## src/include/rmcfg_pkg.sv

```systemverilog
// Package for the radio module configuration-mode block: register map,
// command codes, line-rate and mode timing constants.
// Assumes a single 100 MHz clock shared by both ends of the link.
package rmcfg_pkg;
    localparam int unsigned CLK_HZ        = 100_000_000; // System clock
    localparam int unsigned CFG_BAUD      = 9600;        // Fixed command rate
    localparam int unsigned BIT_CYCLES    = CLK_HZ / CFG_BAUD; // Round down
    localparam int unsigned MODE_DELAY_US = 1000;        // 1 ms mode settle
    localparam int unsigned MODE_CYCLES   = MODE_DELAY_US * (CLK_HZ / 1_000_000);
    localparam int unsigned RECFG_CYCLES  = 64;          // Reconfiguration time

    // Register offsets
    localparam logic [7:0] REG_NODE_ADDR_HIGH = 8'h00;
    localparam logic [7:0] REG_NODE_ADDR_LOW  = 8'h01;
    localparam logic [7:0] REG_SERIAL_AIR_CFG = 8'h02;
    localparam int unsigned NUM_REGS          = 3;

    // Reset values
    localparam logic [7:0] RST_NODE_ADDR_HIGH = 8'h00;
    localparam logic [7:0] RST_NODE_ADDR_LOW  = 8'h00;
    localparam logic [7:0] RST_SERIAL_AIR_CFG = 8'h62; // 9600, 8N1, 2.4k

    // Field positions in the serial and air rate register
    localparam int unsigned BAUD_MSB   = 7;
    localparam int unsigned BAUD_LSB   = 5;
    localparam int unsigned PARITY_MSB = 4;
    localparam int unsigned PARITY_LSB = 3;
    localparam int unsigned AIR_MSB    = 2;
    localparam int unsigned AIR_LSB    = 0;

    // Command and reply codes
    localparam logic [7:0] CMD_WRITE_PERM = 8'hC0;
    localparam logic [7:0] CMD_READ       = 8'hC1;
    localparam logic [7:0] CMD_WRITE_TEMP = 8'hC2;
    localparam logic [7:0] RSP_HEADER     = 8'hC1;
    localparam logic [7:0] RSP_ERROR      = 8'hFF;
    localparam int unsigned ERR_LEN       = 3;

    localparam logic [15:0] BROADCAST_ADDR = 16'hFFFF;

    // Host register port offsets and interrupt bits
    localparam logic [3:0] HR_CTRL    = 4'h0;  // [0] sleep request
    localparam logic [3:0] HR_TXDATA  = 4'h1;  // Write pushes a command byte
    localparam logic [3:0] HR_RXDATA  = 4'h2;  // Last reply byte
    localparam logic [3:0] HR_STATUS  = 4'h3;  // Sticky events
    localparam logic [3:0] HR_CLEAR   = 4'h4;  // Write one to clear
    localparam logic [3:0] HR_ENABLE  = 4'h5;  // Interrupt enable
    localparam logic [3:0] HR_LINK    = 4'h6;  // [0] tx busy, [1] ready level
    localparam int unsigned EV_RX     = 0;     // Reply byte arrived
    localparam int unsigned EV_TXDONE = 1;     // Command byte sent
    localparam int unsigned EV_READY  = 2;     // Busy indicator rose
    localparam int unsigned NUM_EV    = 3;
endpackage : rmcfg_pkg

```

## src/include/rmcfg_if.sv

```systemverilog
// Link between the radio module and its host controller: two mode-select
// pins, the two UART lines at 9600 8N1 and the busy indicator.
// Assumes both ends share clk; the lines are plain levels.
interface rmcfg_if;
    logic mode_select_low;   // Host drives; both high selects sleep
    logic mode_select_high;  // Host drives
    logic host_to_dev_txd;   // Host serial out, device serial in
    logic dev_to_host_txd;   // Device serial out, host serial in
    logic busy_n;            // Device drives; low while busy

    modport device (
        input  mode_select_low,
        input  mode_select_high,
        input  host_to_dev_txd,
        output dev_to_host_txd,
        output busy_n
    );
    modport host (
        output mode_select_low,
        output mode_select_high,
        output host_to_dev_txd,
        input  dev_to_host_txd,
        input  busy_n
    );
endinterface : rmcfg_if

```

## src/rtl/rmcfg_device.sv

```systemverilog
// Device end of the configuration link: mode pin watch, command
// parser, three-register map and UART at the fixed command rate.
// Assumes the host keeps the link rules; pins are asynchronous.
module rmcfg_device #(
    parameter int unsigned MODE_CYC = rmcfg_pkg::MODE_CYCLES,
    parameter int unsigned BIT_CYC  = rmcfg_pkg::BIT_CYCLES
) (
    input  wire logic        clk,
    input  wire logic        rst,
    rmcfg_if.device          link,
    output logic             radio_enable,
    output logic             addr_filter_en,
    output logic [2:0]       user_baud_sel,
    output logic [1:0]       user_parity_sel,
    output logic [2:0]       air_rate_sel,
    output logic [16:0]      air_rate_bps
);
    typedef enum logic [2:0] {
        P_CMD, P_ADDR, P_LEN, P_DATA, P_REPLY
    } rmcfg_pst_t;

    // All device state except the registered outputs in one record
    typedef struct packed {
        logic [1:0]  msl_s;      // Two-flop sync, mode low
        logic [1:0]  msh;        // Two-flop sync, mode high
        logic [1:0]  rx_s;       // rx_s[0] stage one, rx_s[1] stage two
        logic        sleep;      // Applied mode is sleep
        logic [1:0]  mode_prev;  // Last sampled pin pair
        logic [19:0] settle;     // Mode change delay
        logic [7:0]  recfg;      // Reconfiguration counter
        logic        busy_n;
        logic [2:0][7:0] regs;   // Register file (permanent)
        logic [2:0][7:0] apl;    // Applied settings
        // Receiver
        logic        rx_act;
        logic [15:0] rx_cnt;
        logic [3:0]  rx_bit;
        logic [7:0]  rx_sh;
        // Parser
        rmcfg_pst_t  pst;
        logic [7:0]  cmd;
        logic [7:0]  addr;
        logic [7:0]  len;
        logic [7:0]  idx;
        logic        bad;
        logic [2:0][7:0] wbuf;   // Data bytes of a write command
        // Transmitter
        logic [7:0]  tx_pos;     // Reply byte index
        logic [7:0]  tx_total;
        logic        tx_act;
        logic [15:0] tx_cnt;
        logic [3:0]  tx_bit;
        logic [9:0]  tx_sh;
        logic        txd;
    } rmcfg_dev_t;

    rmcfg_dev_t q, d;

    // Byte for reply position; error reply is all FF
    function automatic logic [7:0] reply_byte(input rmcfg_dev_t s,
                                              input logic [7:0] pos);
        logic [7:0] a;
        a = s.addr + pos - 8'd3;
        if (s.bad) return rmcfg_pkg::RSP_ERROR;
        unique case (pos)
            8'd0:    return rmcfg_pkg::RSP_HEADER;
            8'd1:    return s.addr;
            8'd2:    return s.len;
            default: return (a < 8'(rmcfg_pkg::NUM_REGS)) ?
                            s.apl[a[1:0]] : 8'h00;
        endcase
    endfunction

    // Air rate decode in bits per second
    function automatic logic [16:0] air_bps(input logic [2:0] f);
        unique case (f)
            3'd3:    return 17'd4800;
            3'd4:    return 17'd9600;
            3'd5:    return 17'd19200;
            3'd6:    return 17'd38400;
            3'd7:    return 17'd62500;
            default: return 17'd2400;  // 000, 001, 010 all 2.4k
        endcase
    endfunction

    // Next-state logic
    always_comb begin
        logic       rx_done;
        logic [7:0] rx_byte;
        logic [1:0] pins;
        d = q;
        rx_done = 1'b0;
        rx_byte = q.rx_sh;
        // Two-flop synchronisers
        d.msl_s = {q.msl_s[0], link.mode_select_low};
        d.msh   = {q.msh[0], link.mode_select_high};
        d.rx_s  = {q.rx_s[0], link.host_to_dev_txd};
        pins    = {q.msh[1], q.msl_s[1]};

        // Mode change applies 1 ms after pins settle, once idle
        if (pins != q.mode_prev) begin
            d.mode_prev = pins;
            d.settle    = 20'(MODE_CYC);
        end else if (q.settle != 20'd0) begin
            if (!q.tx_act && !q.rx_act && q.pst != P_REPLY)
                d.settle = q.settle - 20'd1;
        end else if ((pins == 2'b11) != q.sleep) begin
            d.sleep = (pins == 2'b11);
            if (q.sleep) begin
                d.recfg  = 8'(rmcfg_pkg::RECFG_CYCLES);
                d.busy_n = 1'b0;
                d.apl    = q.regs;     // Reapply stored settings
            end
        end
        if (q.recfg != 8'd0) begin
            d.recfg = q.recfg - 8'd1;
            if (q.recfg == 8'd1)
                d.busy_n = 1'b1;
        end

        // Receiver at fixed 9600 8N1, sampled mid-bit
        if (!q.rx_act) begin
            if (!q.rx_s[1] && q.sleep) begin
                d.rx_act = 1'b1;
                d.rx_cnt = 16'(BIT_CYC / 2);
                d.rx_bit = 4'd0;
            end
        end else if (q.rx_cnt != 16'd0) begin
            d.rx_cnt = q.rx_cnt - 16'd1;
        end else begin
            d.rx_cnt = 16'(BIT_CYC - 1);
            d.rx_bit = q.rx_bit + 4'd1;
            if (q.rx_bit == 4'd0 && q.rx_s[1])
                d.rx_act = 1'b0;               // False start
            else if (q.rx_bit == 4'd9) begin
                d.rx_act = 1'b0;
                rx_done  = q.rx_s[1];          // Stop bit must be high
            end else if (q.rx_bit != 4'd0)
                d.rx_sh = {q.rx_s[1], q.rx_sh[7:1]};
        end

        // Command parser
        if (rx_done && q.pst != P_REPLY) begin
            unique case (q.pst)
                P_CMD: begin
                    d.cmd = rx_byte;
                    d.bad = !(rx_byte == rmcfg_pkg::CMD_WRITE_PERM ||
                              rx_byte == rmcfg_pkg::CMD_READ ||
                              rx_byte == rmcfg_pkg::CMD_WRITE_TEMP);
                    d.pst = d.bad ? P_REPLY : P_ADDR;
                end
                P_ADDR: begin
                    d.addr = rx_byte;
                    d.pst  = P_LEN;
                end
                P_LEN: begin
                    d.len = rx_byte;
                    d.idx = 8'd0;
                    // Range beyond the map is a format error
                    d.bad = (rx_byte == 8'd0) ||
                            ({1'b0, q.addr} + {1'b0, rx_byte} >
                             9'(rmcfg_pkg::NUM_REGS));
                    d.pst = (d.bad || q.cmd == rmcfg_pkg::CMD_READ) ?
                            P_REPLY : P_DATA;
                end
                P_DATA: begin
                    d.wbuf[q.idx[1:0]] = rx_byte;
                    d.idx = q.idx + 8'd1;
                    if (q.idx + 8'd1 == q.len) begin
                        d.pst = P_REPLY;
                        for (int i = 0; i < 3; i++) begin
                            if (8'(i) >= q.addr && 8'(i) < q.addr + q.len)
                            begin
                                d.apl[i] = (8'(i) - q.addr == q.idx) ?
                                    rx_byte : q.wbuf[i - int'(q.addr)];
                                if (q.cmd == rmcfg_pkg::CMD_WRITE_PERM)
                                    d.regs[i] = d.apl[i];
                            end
                        end
                    end
                end
                default: d.pst = P_CMD;
            endcase
            if (q.pst == P_CMD || d.pst == P_REPLY) begin
                d.tx_pos   = 8'd0;
                d.tx_total = d.bad ? 8'(rmcfg_pkg::ERR_LEN) : d.len + 8'd3;
            end
        end

        // Transmitter sends reply once the command is complete
        if (!q.tx_act) begin
            d.txd = 1'b1;
            if (q.pst == P_REPLY) begin
                if (q.tx_pos == q.tx_total) begin
                    d.pst = P_CMD;
                    d.bad = 1'b0;
                end else begin
                    d.tx_sh  = {1'b1, reply_byte(q, q.tx_pos), 1'b0};
                    d.tx_act = 1'b1;
                    d.tx_cnt = 16'(BIT_CYC - 1);
                    d.tx_bit = 4'd0;
                    d.tx_pos = q.tx_pos + 8'd1;
                end
            end
        end else begin
            d.txd = q.tx_sh[0];
            if (q.tx_cnt != 16'd0)
                d.tx_cnt = q.tx_cnt - 16'd1;
            else begin
                d.tx_cnt = 16'(BIT_CYC - 1);
                d.tx_sh  = {1'b1, q.tx_sh[9:1]};
                d.tx_bit = q.tx_bit + 4'd1;
                if (q.tx_bit == 4'd9)
                    d.tx_act = 1'b0;
            end
        end
        if (!q.sleep && !d.sleep) begin
            d.pst = P_CMD;   // Leaving sleep drops a partial command
        end
    end

    // State register
    always_ff @(posedge clk) begin
        if (rst) begin
            q           <= '0;
            q.mode_prev <= 2'b00;
            q.busy_n    <= 1'b1;
            q.txd       <= 1'b1;
            q.rx_s      <= 2'b11;
            q.pst       <= P_CMD;
            q.regs[0]   <= rmcfg_pkg::RST_NODE_ADDR_HIGH;
            q.regs[1]   <= rmcfg_pkg::RST_NODE_ADDR_LOW;
            q.regs[2]   <= rmcfg_pkg::RST_SERIAL_AIR_CFG;
            q.apl[0]    <= rmcfg_pkg::RST_NODE_ADDR_HIGH;
            q.apl[1]    <= rmcfg_pkg::RST_NODE_ADDR_LOW;
            q.apl[2]    <= rmcfg_pkg::RST_SERIAL_AIR_CFG;
        end else begin
            q <= d;
        end
    end

    // Registered outputs derived from applied settings, sleep and busy state
    always_ff @(posedge clk) begin
        if (rst) begin
            radio_enable    <= 1'b0;
            addr_filter_en  <= 1'b1;
            user_baud_sel   <= rmcfg_pkg::RST_SERIAL_AIR_CFG[
                                   rmcfg_pkg::BAUD_MSB:rmcfg_pkg::BAUD_LSB];
            user_parity_sel <= rmcfg_pkg::RST_SERIAL_AIR_CFG[
                                   rmcfg_pkg::PARITY_MSB:rmcfg_pkg::PARITY_LSB];
            air_rate_sel    <= rmcfg_pkg::RST_SERIAL_AIR_CFG[
                                   rmcfg_pkg::AIR_MSB:rmcfg_pkg::AIR_LSB];
            air_rate_bps    <= 17'd2400;
        end else begin
            radio_enable    <= !d.sleep && d.busy_n;
            addr_filter_en  <= {d.apl[0], d.apl[1]} !=
                               rmcfg_pkg::BROADCAST_ADDR;
            user_baud_sel   <= d.apl[2][rmcfg_pkg::BAUD_MSB:
                                        rmcfg_pkg::BAUD_LSB];
            user_parity_sel <= d.apl[2][rmcfg_pkg::PARITY_MSB:
                                        rmcfg_pkg::PARITY_LSB];
            air_rate_sel    <= d.apl[2][rmcfg_pkg::AIR_MSB:
                                        rmcfg_pkg::AIR_LSB];
            air_rate_bps    <= air_bps(d.apl[2][2:0]);
        end
    end

    assign link.dev_to_host_txd = q.txd;
    assign link.busy_n          = q.busy_n;
endmodule : rmcfg_device

```

## src/flat_wrapper.sv

```systemverilog
// flat-port wrapper written by rule: the top's interface ports become plain ports
module rmcfg_device_flat 
#(
    parameter int unsigned MODE_CYC = rmcfg_pkg::MODE_CYCLES,
    parameter int unsigned BIT_CYC  = rmcfg_pkg::BIT_CYCLES
)
  (clk, rst, radio_enable, addr_filter_en, user_baud_sel, user_parity_sel, air_rate_sel, air_rate_bps, link_mode_select_low, link_mode_select_high, link_host_to_dev_txd, link_dev_to_host_txd, link_busy_n);
  rmcfg_if link_i ();
  input  wire logic clk;
  input  wire logic rst;
  output logic radio_enable;
  output logic addr_filter_en;
  output logic [2:0] user_baud_sel;
  output logic [1:0] user_parity_sel;
  output logic [2:0] air_rate_sel;
  output logic [16:0] air_rate_bps;
  input wire logic [$bits(link_i.mode_select_low)-1:0] link_mode_select_low;
  input wire logic [$bits(link_i.mode_select_high)-1:0] link_mode_select_high;
  input wire logic [$bits(link_i.host_to_dev_txd)-1:0] link_host_to_dev_txd;
  output wire logic [$bits(link_i.dev_to_host_txd)-1:0] link_dev_to_host_txd;
  output wire logic [$bits(link_i.busy_n)-1:0] link_busy_n;
  assign link_i.mode_select_low = link_mode_select_low;
  assign link_i.mode_select_high = link_mode_select_high;
  assign link_i.host_to_dev_txd = link_host_to_dev_txd;
  assign link_dev_to_host_txd = link_i.dev_to_host_txd;
  assign link_busy_n = link_i.busy_n;
  rmcfg_device #(.MODE_CYC(MODE_CYC), .BIT_CYC(BIT_CYC)) u_core (.clk(clk), .rst(rst), .link(link_i), .radio_enable(radio_enable), .addr_filter_en(addr_filter_en), .user_baud_sel(user_baud_sel), .user_parity_sel(user_parity_sel), .air_rate_sel(air_rate_sel), .air_rate_bps(air_rate_bps));
endmodule
```

## config.mk

```make
export PLATFORM = sky130hd
export DESIGN_NAME = rmcfg_device_flat
export DESIGN_NICKNAME = d
export VERILOG_FILES = /design/src/include/rmcfg_pkg.sv /design/src/include/rmcfg_if.sv /design/src/rtl/rmcfg_device.sv /design/src/flat_wrapper.sv
export SDC_FILE = /design/constraint.sdc
export NUM_CORES = 1
export LEC_CHECK = 0
export BUFFER_PORTS_ARGS = -buffer_cell sky130_fd_sc_hd__buf_2
export CAP_MARGIN = 20
export CORE_MARGIN = 3
export CORE_UTILIZATION = 58
export CTS_BUF_LIST = sky130_fd_sc_hd__clkbuf_2 sky130_fd_sc_hd__clkbuf_4 sky130_fd_sc_hd__clkbuf_8
export CTS_CLUSTER_DIAMETER = 30
export DETAILED_ROUTE_END_ITERATION = 8
export PLACE_DENSITY = 0.86
export REMOVE_ABC_BUFFERS = 1
export SLEW_MARGIN = 0
export SYNTH_ARGS = -nofsm -noshare
export SYNTH_HDL_FRONTEND = slang
export SYNTH_SLANG_ARGS = --single-unit
export TNS_END_PERCENT = 20
```

## constraint.sdc

```tcl
create_clock -name clk -period 4.3 [get_ports clk]
set_input_delay 0.43 -clock clk [delete_from_list [all_inputs] [get_ports clk]]
set_output_delay 0.43 -clock clk [all_outputs]
set_load 0.02 [all_outputs]
```

Word-level counts from Yosys, hierarchy flattened
Cells that the tools add are included.

Register bits: 250. Input bits: 5. Word-level logic and storage cells: 263.

$add $sub $neg: 19. Order comparisons: 14. Equal/unequal tests: 35. Multiplexer cells: 94. Bitwise logic cells: 4. Reductions and logical operators: 56.

Operators with widths (count): $mux 8 (28); $mux 24 (8); $lt 32x4->1 const B (3); $pmux 16 s5 (1); $mux 76 (1); $bmux 8 s2 (4); $mux 31 (2); $mux 17 (3); $mux 16 (3); $mux 9 (5); $mux 21 (2); $eq 8x8->1 (5); $eq 8x8->1 const B (5); $mux 32 (1); $reduce_bool 16->1 (2); $sub 16x1->16 const B (2); $bwmux 24 (1); $pmux 8 s3 (1); $mux 1 (21); $mux 3 (7); $reduce_and 5->1 (4); $reduce_bool 20->1 (1); $sub 20x1->20 const B (1); $eq 3x3->1 const B (6); 51 further kinds (105).

Depth between registers and ports, before layout
Depth after elaboration: 14. Mapped depth: 16.

Worst setup path after synthesis
OpenSTA, ideal clock, no wires.

Kind: register -> register. Start: register u_core.q[90] (netlist bit). End: register u_core.air_rate_bps[7]. Arrival: 3.799 ns. Required time: 4.152 ns. Path slack: 0.353 ns. Cell stages (with the launch flop): 15. Path buffers: 3. Clock period less this slack: 3.947 ns. Cell sequence: dfxtp_1 clkbuf_1 clkbuf_1 inv_1 fa_1 nand2b_1 a2111oi_0 a2111oi_0 o211a_1 a211oi_4 nor2b_4 a21o_1 buf_4 a311oi_1 a211oi_1.

Cells in the longest elaborated chain, start to end: 11. Elaborated cells between the ends (all ways): 21. Classes of those cells: add/sub (3); order compare (2); eq/ne (6); mux (9); reduce/logical (1).

RTL lines: start, declared (line rmcfg_device.sv:57) `rmcfg_dev_t q, d;`; parallel branches: the longest is 5 deep, another holds $add 8x8->8; $mux 8 * (line rmcfg_device.sv:172) `if (8'(i) >= q.addr && 8'(i) < q.addr + q.len)`; $mux 24 * (line rmcfg_device.sv:169) `if (q.idx + 8'd1 == q.len) begin`; $mux 24 * (line rmcfg_device.sv:144) `unique case (q.pst)`; $mux 24 * (line rmcfg_device.sv:143) `if (rx_done && q.pst != P_REPLY) begin`; $eq 3x3->1 / $eq 3x2->1 (equally long branches) (line rmcfg_device.sv:76) `unique case (f)`; $pmux 16 s5 * (line rmcfg_device.sv:76); end signal, assigned (line rmcfg_device.sv:264) `air_rate_bps <= air_bps(d.apl[2][2:0]);`; end, declared (line rmcfg_device.sv:16) `output logic [16:0] air_rate_bps`.

Every way passes the cells marked *. The select of a mux whose other input is x is not followed. A chain may end at the register's enable or synchronous reset.

Worst setup path in the final report
Start: register u_core.q[89] (netlist bit). End: register u_core.q[180] (netlist bit).

Cells in the longest elaborated chain, start to end: 5. Elaborated cells between the ends (all ways): 12. Classes of those cells: add/sub (3); order compare (2); eq/ne (1); mux (4); reduce/logical (2).

RTL lines: parallel branches: the longest is 5 deep, another holds $add 8x8->8.

Several ways; the timed one is not identified. The select of a mux whose other input is x is not followed.

==> impl_metrics.ini <==
[sta]
grt_setup_unrepaired = false
slew_headroom_pct = 32.9
post-route-period-util_pct = 94.0
hold_violations = 0
maxSlewViolCount = 0
max_freq_ghz = 0.247
finalSetupViolations = 0
period_minus_slack_ps = 4040
skew_ps = 29.9
tightest_slew_ps = 1000
fin_ws_ps = 259
hold_ws_ps = 45.7

[cts]
cts.sinks = 237
cts-resized-gates = 0
clockBufferDepth = 3
postCtsHoldBufs = 0
root_buffer = clkbuf_8
clock_latency_ps = 590
cts.clk_slew.worst_paths_ps = 50
post-cts-setup-buffers = 0
cts-buffers-inserted = 48
htreeDepth = 2
tritoncts = built

[yosys]
syn_area_per_cell_um2 = 8.06
synth-async-reset-ratio_pct = 0
netlist_area_um2 = 14000
synth_warnings = 0
syn_inst = 1732
yosysSeqAreaShare_pct = 34.0
synth_flop_cell = dfxtp_1
synth-seq-cells = 237
synth_enable_flop_cells = 0
synth.distinct_cells = 86

[cells_and_area]
drive_gt1_share_pct = 12.2
nFillCells = 1924
nets = 1801
seq_area_um2 = 4740
areaGrowthSynthToFinish_pct = 10.7
n_antenna_cell = 0
multi_input_area_um2 = 8530

[route]
via_per_inst = 6.19
wl_per_cell_um = 17.9
via_count = 12970
drtIter0Drc = 1559
ant_nets = 0
first_pass_iters = 6
drc_errors = 0
drt-total-wl_um = 37600

[grt]
overflow = 0
grt_max_degree = 85
grt_pass1_vias = 12395
grt_pass1_wl_um = 61400
grt.total_usage_pct = 28.2
antenna_found_initial = 1

[placement]
dp_slack_ps = 371
routabilityCongestion = 0.965
hpwl_um = 26000
io_buffers = 28

[flow_run]
drv_cap = 0

[setup_path]
worst_setup_path_end_kind = register
worstPathRequired_ps = 4790
rrSetupSlack_ps = 260
worstSetupStartpointType = register
cp_max_fo = 15
crit_arrival_ps = 4530
worstSetupPathType = register to register

[die]
coreArea_um2 = 23500
chipHeight_um = 161
num_rows = 56
die-area_um2 = 26000
ios = 34
start_util_pct = 59.3
die_w_um = 161

[run_status]
outcome = finished clean

[hold_path]
hp-class = primary input to register

[power]
ir_worst_vdd_v = 0.000321
p_leak_nw = 5.78
powerDensity_nw_per_um2 = 363
-- final timing paths --
check,startpoint,endpoint,cells past startpoint
worst max-delay path,u_core.q[89],u_core.q[180],11
worst min-delay path,link_host_to_dev_txd,u_core.d[218],2
worst max register to register,u_core.q[89],u_core.q[180],11
worst min register to register,u_core.d[218],u_core.q[218],1
-- power by group --
part / leakage (nW) / internal, mW / switching, mW
Clock: 0.572 / 1.61 / 1.06
Sequential: 1.92 / 2.29 / 0.0887
Combinational: 3.29 / 0.247 / 0.308
Total: 5.78 / 4.15 / 1.46
-- cell type report --
type,instances,share of cell area [%]
sequential,237,30.7
clock inverter,21,1.82
tap,319,2.58
multi-input combinational,1329,55.2
inverter,59,1.43
clock buffer,67,5.53
timing repair buffer,64,2.70
-- cell usage in the layout (no fill, tap or decap), drive strengths merged, types with 27 or more instances in the layout --
cell and count:
mux2i 97, o21ai 71, clkbuf 67, xor2 35
xnor2 46, a211oi 36, buf 64, ha 54
inv 59, dfxtp 237, nand2 195, nor2 184
a21oi 155, nor3 68, nor4 27, nand3 36
-- metrics by stage --
step                      instance area (µm²)  utilization [%]  setup TNS (ps)  total power, mW  cells
final                                   15400             65.6               0             5.61   2096
after global routing                    15400             65.6               0             5.85   2096
after CTS                               15400             65.6               0             5.64   2095
after detailed placement                14300             60.7               0             2.97   2007
after global placement                  14300             60.7               0             2.94   2007
after floorplan                         13500                -            -232             2.84   1625
-- Yosys cell counts, types with 14 or more instances --
library cell / count / area (µm²)
dfxtp_1: 237 / 4740
nand2_1: 195 / 732
nor2_1: 182 / 683
a21oi_1: 155 / 776
mux2i_1: 97 / 971
clkbuf_1: 78 / 293
o21ai_0: 71 / 355
nor3_1: 65 / 325
inv_1: 57 / 214
ha_1: 54 / 676
xnor2_1: 46 / 403
nand3_1: 36 / 180
xor2_1: 35 / 307
a211oi_1: 34 / 255
mux2_2: 26 / 293
nor4_1: 25 / 156
nor2b_1: 21 / 131
nand2b_1: 20 / 125
nand4_1: 20 / 125
or3_1: 17 / 106
and3_1: 15 / 93.8
buf_4: 15 / 113
a31oi_1: 14 / 87.6
nor3b_1: 14 / 105
-- worst max-delay path, stage by stage (launching register included) --
cell and delay, ps:
dfxtp_1 500, ha_1 280, inv_1 70, fa_1 430, nand2b_1 250, a2111oi_0 490, a2111oi_0 120, o211a_1 180
a211oi_4 600, nand2_1 450, or2_2 420, a21oi_1 140
-- layer usage --
metal  track usage, %  vias up  share of wire, %
met5                0        -             0.053
met4             11.7        2               3.8
met3             5.18      125               8.1
met2             45.5      581                45
met1             37.4     6108                43
li1                 -     6154                 -
-- logic make-up after synthesis --
group | Yosys count | synth area share (%)
muxes | 123 | 9.06
AOI/OAI and AO/OA | 382 | 17.4
xor gates and xnor gates | 81 | 5.08
adders and majority gates | 57 | 5.27
other | 1 | 0.0269
and+or+nand+nor | 681 | 24.1
DFF | 237 | 34.0
buffers and inverters | 170 | 5.08
Power figures use the tool's default switching activity.
